<file path="src/rtl/dlm_pkg.sv">
// Package for the limit, temperature and stall monitor
package dlm_pkg;
   // ==========================================================
   // Register offsets (fieldbus parameter addresses)
   localparam logic [15:0] REG_HOMING_SWITCH_EVAL = 16'h061C;
   localparam logic [15:0] REG_NEGATIVE_LIMIT_EVAL = 16'h061E;
   localparam logic [15:0] REG_POSITIVE_LIMIT_EVAL = 16'h0620;
   localparam logic [15:0] REG_STAGE_TEMP_WARN = 16'h100C;
   localparam logic [15:0] REG_STAGE_TEMP_MAX = 16'h100E;
   localparam logic [15:0] REG_STAGE_TEMP_ACTUAL = 16'h1C20;
   localparam logic [15:0] REG_STALL_DETECT_ENABLE = 16'h141A;
   localparam logic [15:0] REG_MONITOR_STATUS = 16'h1C22;
   // ==========================================================
   // Reset values
   localparam logic [15:0] EVAL_RESET = 16'h0001;
   localparam logic [15:0] STALL_EN_RESET = 16'h0000;
   // ==========================================================
   // Evaluation codes
   localparam logic [15:0] EVAL_INACTIVE = 16'h0000;
   localparam logic [15:0] EVAL_NC = 16'h0001;
   localparam logic [15:0] EVAL_NO = 16'h0002;
   // ==========================================================
   // Fixed temperature limits, degrees C, signed
   localparam logic signed [15:0] STAGE_T_WARN = 16'sh0050;
   localparam logic signed [15:0] STAGE_T_MAX = 16'sh005A;
   localparam logic signed [15:0] MOTOR_T_WARN = 16'sh005F;
   localparam logic signed [15:0] MOTOR_T_MAX = 16'sh0069;
   // ==========================================================
   // Timing
   localparam int CLK_HZ = 40_000_000;
   localparam int OVERTEMP_S = 5;
   localparam longint OVERTEMP_CYC = longint'(OVERTEMP_S) * CLK_HZ;
   // Field steps per revolution: 50 pole pairs, 4 full steps each
   localparam int POLE_PAIRS = 50;
   localparam int FIELD_STEPS_PER_PAIR = 4;
   // Status bit positions
   localparam int ST_LIM_POS = 0;
   localparam int ST_LIM_NEG = 1;
   localparam int ST_TEMP_WARN = 2;
   localparam int ST_TEMP_ERR = 3;
   localparam int ST_STALL = 4;
   localparam int ST_STALL_ARMED = 5;
   localparam int ST_REF_HIT = 6;

   // Register write strobe with data
   typedef struct packed {
      logic        wr;
      logic [15:0] addr;
      logic [15:0] data;
   } dlm_reg_req_t;
endpackage : dlm_pkg

</file>
<file path="src/rtl/dlm_monitor.sv">
// Limit switch, temperature and stall monitor top level
`timescale 1ns/1ps
`default_nettype none
module dlm_monitor
   import dlm_pkg::*;
#(
   parameter longint OVERTEMP_CYCLES = OVERTEMP_CYC,
   parameter int FIELD_W = 8
)(
   input wire logic ref_clk_i,
   input wire logic reset_n_i,
   input wire logic reg_wr_i,
   input wire logic [15:0] reg_addr_i,
   input wire logic [15:0] reg_wdata_i,
   output logic [15:0] reg_rdata_o,
   input wire logic positive_end_switch_in_i,
   input wire logic negative_end_switch_in_i,
   input wire logic homing_switch_in_i,
   input wire logic index_pulse_i,
   input wire logic moving_i,
   input wire logic move_dir_pos_i,
   input wire logic jog_mode_i,
   input wire logic homing_i,
   input wire logic stage_enable_i,
   input wire logic [FIELD_W-1:0] field_angle_i,
   input wire logic signed [15:0] stage_temp_i,
   input wire logic signed [15:0] motor_temp_i,
   output logic motion_stop_o,
   output logic stage_disable_o,
   output logic limit_pos_hit_o,
   output logic limit_neg_hit_o,
   output logic homing_switch_hit_o,
   output logic temp_warn_o,
   output logic temp_error_o,
   output logic stall_o
);
   // Elaboration guard: angle must reach above one pair, timer is 32 bits
   if (FIELD_W < 3 || FIELD_W > 16) begin : g_bad_field
      $error("FIELD_W out of range");
   end
   if (OVERTEMP_CYCLES < 2 ||
      OVERTEMP_CYCLES > 64'h0000_0001_0000_0000) begin : g_bad_ot
      $error("OVERTEMP_CYCLES out of range");
   end
   localparam logic [31:0] OT_LAST = 32'(OVERTEMP_CYCLES - 1);
   localparam logic [FIELD_W-1:0] PAIR_MASK =
      FIELD_W'(FIELD_STEPS_PER_PAIR - 1);

   // ==========================================================
   // Registers
   logic [15:0] positive_limit_eval;
   logic [15:0] negative_limit_eval;
   logic [15:0] homing_switch_eval;
   logic [15:0] stall_detect_enable;
   dlm_reg_req_t req;
   assign req = '{wr: reg_wr_i, addr: reg_addr_i, data: reg_wdata_i};
   // Only the three evaluation fields and stall enable take writes
   wire wr_pos = req.wr && req.addr == REG_POSITIVE_LIMIT_EVAL;
   wire wr_neg = req.wr && req.addr == REG_NEGATIVE_LIMIT_EVAL;
   wire wr_ref = req.wr && req.addr == REG_HOMING_SWITCH_EVAL;
   wire wr_stl = req.wr && req.addr == REG_STALL_DETECT_ENABLE;
   always_ff @(posedge ref_clk_i or negedge reset_n_i) begin
      if (!reset_n_i) begin
         positive_limit_eval <= EVAL_RESET;
         negative_limit_eval <= EVAL_RESET;
         homing_switch_eval <= EVAL_RESET;
         stall_detect_enable <= STALL_EN_RESET;
      end else begin
         if (wr_pos) positive_limit_eval <= req.data;
         if (wr_neg) negative_limit_eval <= req.data;
         if (wr_ref) homing_switch_eval <= req.data;
         if (wr_stl) stall_detect_enable <= req.data;
      end
   end

   // ==========================================================
   // Switch inputs
   logic pos_raw, neg_raw, ref_raw;
   dlm_switch_eval u_pos (.ref_clk_i(ref_clk_i), .reset_n_i(reset_n_i),
      .pin_i(positive_end_switch_in_i), .eval_i(positive_limit_eval),
      .hit_o(pos_raw));
   dlm_switch_eval u_neg (.ref_clk_i(ref_clk_i), .reset_n_i(reset_n_i),
      .pin_i(negative_end_switch_in_i), .eval_i(negative_limit_eval),
      .hit_o(neg_raw));
   dlm_switch_eval u_ref (.ref_clk_i(ref_clk_i), .reset_n_i(reset_n_i),
      .pin_i(homing_switch_in_i), .eval_i(homing_switch_eval),
      .hit_o(ref_raw));
   logic idx_meta, idx_sync, idx_prev;

   // Limit hits count only while moving; zone latched until the switch clears
   wire pos_trip = moving_i & pos_raw;
   wire neg_trip = moving_i & neg_raw;
   logic pos_zone, neg_zone;
   // Jog away from a zone is allowed, further travel toward it is not
   wire toward_pos = moving_i & move_dir_pos_i;
   wire toward_neg = moving_i & ~move_dir_pos_i;
   wire jog_out_pos = jog_mode_i & toward_neg;
   wire jog_out_neg = jog_mode_i & toward_pos;
   wire next_stop = (pos_trip & ~jog_out_pos) | (neg_trip & ~jog_out_neg)
      | (pos_zone & toward_pos) | (neg_zone & toward_neg);
   // Reference switch is ignored outside homing
   wire ref_hit = homing_i & ref_raw;

   // ==========================================================
   // Temperature compare against fixed constants
   wire over_s = stage_temp_i > STAGE_T_MAX;
   wire over_m = motor_temp_i > MOTOR_T_MAX;
   wire warn_hit = stage_temp_i >= STAGE_T_WARN
      || motor_temp_i >= MOTOR_T_WARN;
   logic [31:0] ot_cnt;
   logic temp_err;
   wire ot_expire = (over_s | over_m) && ot_cnt == OT_LAST;

   // ==========================================================
   // Stall detection
   logic stall_armed;
   logic [FIELD_W-1:0] ref_angle;
   logic stage_en_q;
   wire idx_rise = idx_sync & ~idx_prev;
   wire stall_on = stall_detect_enable == 16'h0001;
   wire stage_rise = stage_enable_i & ~stage_en_q;
   // Pole pair sits in upper bits; phase within pair is the low bits
   wire pair_diff = ((field_angle_i ^ ref_angle) & ~PAIR_MASK) != '0;
   wire stall_hit = stall_on & stall_armed & moving_i & idx_rise
      & pair_diff;

   // ==========================================================
   // State updates
   always_ff @(posedge ref_clk_i or negedge reset_n_i) begin
      if (!reset_n_i) begin
         idx_meta <= 1'b0;
         idx_sync <= 1'b0;
         idx_prev <= 1'b0;
         stage_en_q <= 1'b0;
      end else begin
         idx_meta <= index_pulse_i;
         idx_sync <= idx_meta;
         idx_prev <= idx_sync;
         stage_en_q <= stage_enable_i;
      end
   end

   // Zone held until the switch clears
   always_ff @(posedge ref_clk_i or negedge reset_n_i) begin
      if (!reset_n_i) begin
         pos_zone <= 1'b0;
         neg_zone <= 1'b0;
      end else begin
         pos_zone <= pos_trip | (pos_zone & pos_raw);
         neg_zone <= neg_trip | (neg_zone & neg_raw);
      end
   end

   // Timer restarts whenever temperature drops back to the limit
   always_ff @(posedge ref_clk_i or negedge reset_n_i) begin
      if (!reset_n_i) begin
         ot_cnt <= 32'h0000_0000;
         temp_err <= 1'b0;
      end else begin
         if (!(over_s | over_m)) ot_cnt <= 32'h0000_0000;
         else if (!ot_expire) ot_cnt <= ot_cnt + 32'h0000_0001;
         if (ot_expire) temp_err <= 1'b1;
      end
   end

   // Disarm on every stage enable, arm and learn angle at first index
   always_ff @(posedge ref_clk_i or negedge reset_n_i) begin
      if (!reset_n_i) begin
         stall_armed <= 1'b0;
         ref_angle <= '0;
      end else if (stage_rise || !stall_on) begin
         stall_armed <= 1'b0;
      end else if (idx_rise && !stall_armed) begin
         stall_armed <= 1'b1;
         ref_angle <= field_angle_i;
      end
   end

   // ==========================================================
   // Outputs, all registered; error is sticky until reset
   always_ff @(posedge ref_clk_i or negedge reset_n_i) begin
      if (!reset_n_i) begin
         motion_stop_o <= 1'b0;
         stage_disable_o <= 1'b0;
         limit_pos_hit_o <= 1'b0;
         limit_neg_hit_o <= 1'b0;
         homing_switch_hit_o <= 1'b0;
         temp_warn_o <= 1'b0;
         temp_error_o <= 1'b0;
         stall_o <= 1'b0;
      end else begin
         motion_stop_o <= next_stop | ot_expire | temp_err;
         stage_disable_o <= ot_expire | temp_err;
         limit_pos_hit_o <= pos_trip | pos_zone;
         limit_neg_hit_o <= neg_trip | neg_zone;
         homing_switch_hit_o <= ref_hit;
         temp_warn_o <= warn_hit;
         temp_error_o <= ot_expire | temp_err;
         stall_o <= stall_hit | (stall_o & ~stage_rise);
      end
   end

   // ==========================================================
   // Read mux; temperature limits are read-only constants
   logic [15:0] status;
   assign status = {9'h000, homing_switch_hit_o, stall_armed, stall_o,
      temp_error_o, temp_warn_o, limit_neg_hit_o, limit_pos_hit_o};
   logic [15:0] next_rdata;
   always_comb begin
      unique case (reg_addr_i)
         REG_POSITIVE_LIMIT_EVAL: next_rdata = positive_limit_eval;
         REG_NEGATIVE_LIMIT_EVAL: next_rdata = negative_limit_eval;
         REG_HOMING_SWITCH_EVAL: next_rdata = homing_switch_eval;
         REG_STALL_DETECT_ENABLE: next_rdata = stall_detect_enable;
         REG_STAGE_TEMP_WARN: next_rdata = STAGE_T_WARN;
         REG_STAGE_TEMP_MAX: next_rdata = STAGE_T_MAX;
         REG_STAGE_TEMP_ACTUAL: next_rdata = stage_temp_i;
         REG_MONITOR_STATUS: next_rdata = status;
         default: next_rdata = 16'h0000;
      endcase
   end
   always_ff @(posedge ref_clk_i or negedge reset_n_i) begin
      if (!reset_n_i) reg_rdata_o <= 16'h0000;
      else reg_rdata_o <= next_rdata;
   end

   // ==========================================================
   // Checks
   limit_stop_a: assert property (@(posedge ref_clk_i) disable iff
      (!reset_n_i) (pos_trip && !jog_mode_i) |=> motion_stop_o)
      else $error("limit hit did not stop motion");
   limit_flag_a: assert property (@(posedge ref_clk_i) disable iff
      (!reset_n_i) neg_trip |=> limit_neg_hit_o)
      else $error("negative limit not flagged");
   idle_limit_a: assert property (@(posedge ref_clk_i) disable iff
      (!reset_n_i) (!moving_i && !pos_zone) |=> !limit_pos_hit_o)
      else $error("limit flagged while idle");
   inactive_eval_a: assert property (@(posedge ref_clk_i) disable iff
      (!reset_n_i) (positive_limit_eval == EVAL_INACTIVE) |-> !pos_raw)
      else $error("inactive input evaluated");
   ref_homing_a: assert property (@(posedge ref_clk_i) disable iff
      (!reset_n_i) !homing_i |=> !homing_switch_hit_o)
      else $error("reference evaluated outside homing");
   warn_flag_a: assert property (@(posedge ref_clk_i) disable iff
      (!reset_n_i) (stage_temp_i >= STAGE_T_WARN) |=> temp_warn_o)
      else $error("warning missed");
   temp_shut_a: assert property (@(posedge ref_clk_i) disable iff
      (!reset_n_i) temp_error_o |-> stage_disable_o && motion_stop_o)
      else $error("error without shutdown");
   timer_reset_a: assert property (@(posedge ref_clk_i) disable iff
      (!reset_n_i) (!over_s && !over_m) |=> ot_cnt == 32'h0000_0000)
      else $error("timer not restarted");
   stall_arm_a: assert property (@(posedge ref_clk_i) disable iff
      (!reset_n_i) stage_rise |=> !stall_armed)
      else $error("stall detection armed after enable");
   refuse_dir_a: assert property (@(posedge ref_clk_i) disable iff
      (!reset_n_i) (pos_zone && toward_pos) |=> motion_stop_o)
      else $error("motion into zone not refused");
endmodule : dlm_monitor
`default_nettype wire

</file>
<file path="src/rtl/dlm_switch_eval.sv">
// One switch input: synchroniser and evaluation decode
`timescale 1ns/1ps
`default_nettype none
module dlm_switch_eval
   import dlm_pkg::*;
(
   input wire logic ref_clk_i,
   input wire logic reset_n_i,
   input wire logic pin_i,
   input wire logic [15:0] eval_i,
   output logic hit_o
);
   logic meta;
   logic sync;
   wire is_nc = (eval_i == EVAL_NC);
   wire is_no = (eval_i == EVAL_NO);
   // ==========================================================
   // Two-flop synchroniser; first flop read only by the second
   // Resets high: evaluation resets to NC, so no false trip follows reset
   always_ff @(posedge ref_clk_i or negedge reset_n_i) begin
      if (!reset_n_i) begin
         meta <= 1'b1;
         sync <= 1'b1;
      end else begin
         meta <= pin_i;
         sync <= meta;
      end
   end
   // NC trips on low (broken wire also trips), NO on high
   assign hit_o = (is_nc & ~sync) | (is_no & sync);
endmodule : dlm_switch_eval
`default_nettype wire

</file>
<file path="config.mk">
export PLATFORM = sky130hd
export DESIGN_NAME = dlm_monitor
export DESIGN_NICKNAME = d
export VERILOG_FILES = /design/src/rtl/dlm_pkg.sv /design/src/rtl/dlm_monitor.sv /design/src/rtl/dlm_switch_eval.sv
export SDC_FILE = /design/constraint.sdc
export NUM_CORES = 1
export LEC_CHECK = 0
export ABC_AREA = 0
export CAP_MARGIN = 20
export CELL_PAD_IN_SITES_DETAIL_PLACEMENT = 1
export CELL_PAD_IN_SITES_GLOBAL_PLACEMENT = 2
export CORE_MARGIN = 2
export CORE_UTILIZATION = 32
export CTS_CLUSTER_DIAMETER = 80
export DETAILED_ROUTE_END_ITERATION = 7
export DONT_BUFFER_PORTS = 1
export GPL_ROUTABILITY_DRIVEN = 0
export PLACE_DENSITY = 0.62
export SYNTH_ARGS = -nofsm -noshare
export SYNTH_HDL_FRONTEND = slang
export SYNTH_SLANG_ARGS = --single-unit
export TNS_END_PERCENT = 1
</file>
<file path="constraint.sdc">
create_clock -name ref_clk_i -period 6.9 [get_ports ref_clk_i]
set_clock_uncertainty 0.15 [all_clocks]
set_input_delay 0 -clock ref_clk_i [delete_from_list [all_inputs] [get_ports ref_clk_i]]
set_output_delay 0 -clock ref_clk_i [all_outputs]
set_load 0.05 [all_outputs]
</file>
======== After elaboration in Yosys (flattened, before gate mapping) ========
Cells that the tools add are included.
operators by class
  shift-type cells ........................ 0
  multiplexer cells ....................... 5
  div/mod/pow operators ................... 0
  reductions and logical operators ........ 13
  $add $sub $neg .......................... 1
  order comparisons ....................... 4
  equal/unequal tests ..................... 17
  multiply operators ...................... 0
  bitwise operators ....................... 52
operators with widths
  cell                   number
  $pmux 16 s8            1
  $eq 16x13->1 const B   5
  $eq 16x1->1 const B    4
  $mux 32                2
  $eq 16x11->1 const B   3
  $eq 16x2->1 const B    3
  $add 32x1->32 const B  1
  $eq 32x28->1 const B   1
  $ge 16x8->1 const B    2
  $gt 16x8->1 const B    2
  $and 1x1->1            26
  $or 1x1->1             15
  $not 1->1              10
  $reduce_bool 8->1      1
  $xor 8x8->8            1
  $logic_and 1x1->1      6
  $logic_not 1->1        2
  $logic_or 1x1->1       2
  $mux 1                 2
  $ne 2x2->1 const B     1
  $reduce_and 2->1       1
  $reduce_bool 2->1      1
word-level totals
  input port bits ......................... 84
  word-level logic and storage cells ...... 120
  output and inout port bits .............. 24
  memory bits (writable) .................. 0
  ROM bits ................................ 0
  flip-flop bits (word level) ............. 141
  bits in latches ......................... 0
  memories kept ........................... 0

======== Logic depth before layout (Yosys ltp) ========
  word-level depth ........................ 10
  mapped depth ............................ 7
  mapped depth without buffers ............ 6

======== Modules after synthesis ========
A second synthesis with hierarchy kept.
second synthesis, totals
  cell total of the unflattened synthesis .. 537
  area, all modules ....................... 6389.9 um^2
modules (own cells, without submodules)
  module           times used  seq. area each (um^2)  area an instance (um^2)  cells an instance
  dlm_monitor      1           3331.9                 6067.1                   504
  dlm_switch_eval  3           52.6                   107.6                    11

======== Worst setup path after synthesis ========
No wires, ideal clock.
  path type ............................... register to register
  from .................................... register ot_cnt[3]
  to ...................................... register ot_cnt[27]
  path buffers ............................ 0
  library setup time ...................... 78 ps
  setup slack ............................. 4705 ps
  cell stages (with the launch flop) ...... 6
  required time ........................... 6672 ps
  data arrival time ....................... 1967 ps
  period minus slack after synthesis ...... 2195 ps
  cell sequence ........................... dfrtp_1 > nand4_2 > or3_1 > or4_4 > or3_1 > a21oi_1
between the ends
  longest elaborated chain between the ends .. 3
  elaborated cells on any way between the ends .. 6
  classes of those cells .................. add/sub (1); eq/ne (2); mux (2); reduce/logical (1)
ends and longest elaborated chain
  what                                                  line                                    RTL
  start: declaration                                    dlm_monitor.sv:110                      logic [31:0] ot_cnt;
  start signal: assignment                              dlm_monitor.sv:161                      else if (!ot_expire) ot_cnt <= ot_cnt + 32'h0000_0001;
  $add 32x1->32 / $eq 32x28->1 (equally long branches)  dlm_monitor.sv:161, dlm_monitor.sv:112
  $mux 32 / $logic_and 1x1->1 (equally long branches)   dlm_monitor.sv:161, dlm_monitor.sv:112
  $mux 32 / $ne 2x2->1 (equally long branches)          n/a
Several ways; a longest one is shown, not always the timed one. The select of a mux whose other input is x is not followed.
A chain may end at the register's enable or synchronous reset.

======== Final worst setup path ========
  from .................................... register stall_detect_enable[8]
  to ...................................... register ref_angle[2]
between the ends
  longest elaborated chain between the ends .. 5
ends and longest elaborated chain
  what                        line                RTL
  start: declaration          dlm_monitor.sv:54   logic [15:0] stall_detect_enable;
  start signal: assignment    dlm_monitor.sv:72   if (wr_stl) stall_detect_enable <= req.data;
  $eq 16x1->1                 dlm_monitor.sv:120  wire stall_on = stall_detect_enable == 16'h0001;
  $logic_not 1->1             dlm_monitor.sv:171  end else if (stage_rise || !stall_on) begin
  $logic_or 1x1->1            dlm_monitor.sv:171
  $not 1->1 (no line)         n/a
  $reduce_and 2->1 (no line)  n/a
  end signal: assignment      dlm_monitor.sv:175  ref_angle <= field_angle_i;
  end: declaration            dlm_monitor.sv:117  logic [FIELD_W-1:0] ref_angle;
Every way passes these cells.

==> reports/metrics.cfg <==
[detailed_routing]
via_per_inst = 5.43
drtPass1Iterations = 7
drc = 0
vias = 4827
ant_nets = 0
drt_iter0_drc = 335
drt-total-wl_microns = 18800
wl_per_cell_microns = 21.1

[logic_synthesis]
synthFlopType = dfrtp_1
synth-xor-area-share_pct = 3.58
ys_async_sr_fraction_pct = 100
yosysUniqueCellTypes = 59
synthesis.nets = 620
synthAdderAreaFrac_pct = 0.197
yosys-top-cells-count = dfrtp_1 (130), mux2_2 (69), nor2_1 (36)
synth_warnings = 0
synth.top_cell.area_share_pct = 51.1
synthMuxAreaShare_pct = 12.5
syn_area_sq_um = 6360
synth_top_family_by_area = simple AND/OR/NAND/NOR gates
yosys.area_share.simple_pct = 17.3
ys_top_cells_by_area = dfrtp_1 (51%), mux2_2 (12%), dfstp_2 (3.7%)
synth_cells = 535
yosysMostFrequentCell = dfrtp_1
avgSynthCellArea_sq_um = 11.9
seq_area_frac_synth_pct = 54.8
ys_ff_latch = 139
synth_compound_area_share_pct = 9.54
post-synth-top-area-cell = dfrtp_1
synth_edf_count = 0

[global_route]
grt_util_all_layers_pct = 18.4
grt_max_degree = 140
grt_overflow = 0
antenna_found_initial = 0
grt_pass1_vias = 5363
grt_pass1_wl_microns = 30100

[sta]
min_period_over_period_pct = 39.1
slew_violations = 0
rsz0062_at_grt = false
fmaxAchievable_mhz = 370
tightest_slew_ps = 997
hold_viol_final = 1
post-route-min-period_ps = 2700
setup_viol = 0
hold_ws_ps = -6.11
slew_headroom_pct = 33.5
fin_tns_setup_ps = 0
finalWorstSetupSlack_ps = 4200

[critical_path]
crit_path_end_kind = flop
crit_required_ps = 7050
worstPathMaxFanout = 4
cp.arrival_ps = 2850
reg2reg_from = stall_detect_enable[8]$_DFFE_PN0P_
crit_type = reg -> reg
cp-start-kind = flop
startpoint = stall_detect_enable[8]$_DFFE_PN0P_

[clock_tree]
root_buffer = clkbuf_16
clk_latency_ps = 420
clk_path_buf_depth = 2
path_clk_slew_ps = 60
postCtsSetupRepairBufs = 0
htree_levels = 4
numCtsBuffers = 17
cts_hold_repair.buffers = 68
postCtsResizedCells = 0
clock-sinks = 139
cts_tree = built

[cells_and_area]
area_growth_pct = 25.7
antenna_cells = 0
drive_above_1_share_pct = 20.7
regArea_sq_um = 3490
final_nets = 696
multi_input_area_sq_um = 2750
final_core_util_pct = 41.1
nFillCells = 2072

[pwr]
p_leak_uw = 0.00355
power_uw = 1940
ir_drop_mv = 0.169
pwr_density_cell_nw_per_um2 = 242

[floorplan]
die_w_microns = 145
num_rows = 51
die_y_microns = 145
initial_utilization_pct = 32.7
io_pins = 108
dieArea_sq_um = 21000
coreArea_sq_um = 19500

[placement]
dpl_worst_slack_ps = 3950
dp_hpwl_microns = 12500
io_buffers = 0

[status]
violations = hold timing
status = finished with violations

[hold_path]
hp-class = in -> reg
hp-start = field_angle_i[5]

[run]
drv_cap = 0

## report_power, final
part	internal, uW	switching (uW)
sequential	833	19.1
clock	632	354
combinational	43.3	54.0
## stage by stage
step / hold WS (ps) / instance area, sq um / cells
6_report: -6.11 / 8000 / 889
5_1_grt: 22.7 / 8000 / 889
4_1_cts: 7.19 / 7990 / 888
3_5_place_dp: -442 / 6660 / 788
3_3_place_gp: -442 / 6660 / 788
2_1_floorplan: -446 / 6360 / 535
## layout by cell type, fill, tap and decap left out, types with 15 or more instances in the layout
master	netlist	final
nand2_1	32	32
dfrtp_1	130	130
a21oi_1	15	15
mux2_2	69	69
nor2_1	36	36
a222oi_1	17	17
clkbuf_16	0	17
nor4_1	17	17
a22oi_1	16	16
dlygate4sd3_1	0	67
## registers in the layout, summed over array words and instances (netlist names), 6 cells and up
signal               count
ot_cnt                  32
positive_limit_eval     16
reg_rdata_o             16
negative_limit_eval     16
ref_angle                6
stall_detect_enable     16
homing_switch_eval      16
## metal layers
| layer | share of wire [%] | vias up | global-route usage (%) |
|---|---|---|---|
| li1 | - | 2173 | - |
| met1 | 44 | 2534 | 23.2 |
| met2 | 51 | 100 | 31.8 |
| met3 | 3.4 | 20 | 3.71 |
| met4 | 1.8 | 0 | 5.84 |
| met5 | 0 | - | 0 |
## area by class of cell
class / count / share of cell area, %
clock buffers: 21 / 5.88
well taps: 265 / 4.15
repair buffers: 76 / 9.45
flip-flops and latches: 139 / 43.6
inverters: 9 / 0.422
multi-input cells: 368 / 34.4
clock inverters: 11 / 2.08
## cells by family (layout without fill, tap and decap cells)
kind of cell	count (synthesis)	in the layout
AND/OR/NAND/NOR	187	187
multiplexers	71	71
adder cells (fa/ha/maj)	1	1
AO/OA/AOI/OAI	83	83
flip-flops	139	139
XOR/XNOR	26	26
buffers and inverters	28	117
## worst max-delay path, cell delays in order (launching register included)
cell and delay, ps:
dfrtp_1 410, nor4_1 400, nand4_1 320, nor4bb_1 670, clkbuf_2 280, mux2_2 350
## worst paths after layout
check,to,slack [ps],depth (start not counted)
worst min register to register,u_ref.sync$_DFF_PN1_,210,0
worst max-delay path,ref_angle[2]$_DFFE_PN0P_,4200,5
worst max register to register,ref_angle[2]$_DFFE_PN0P_,4200,5
worst min-delay path,stall_o$_DFF_PN0_,-6,5
min in group asynchronous,reg_rdata_o[13]$_DFF_PN0_,40,2
max in group asynchronous,ot_cnt[14]$_DFFE_PN0P_,5960,2
No activity file was read; power rests on OpenSTA's default activity.
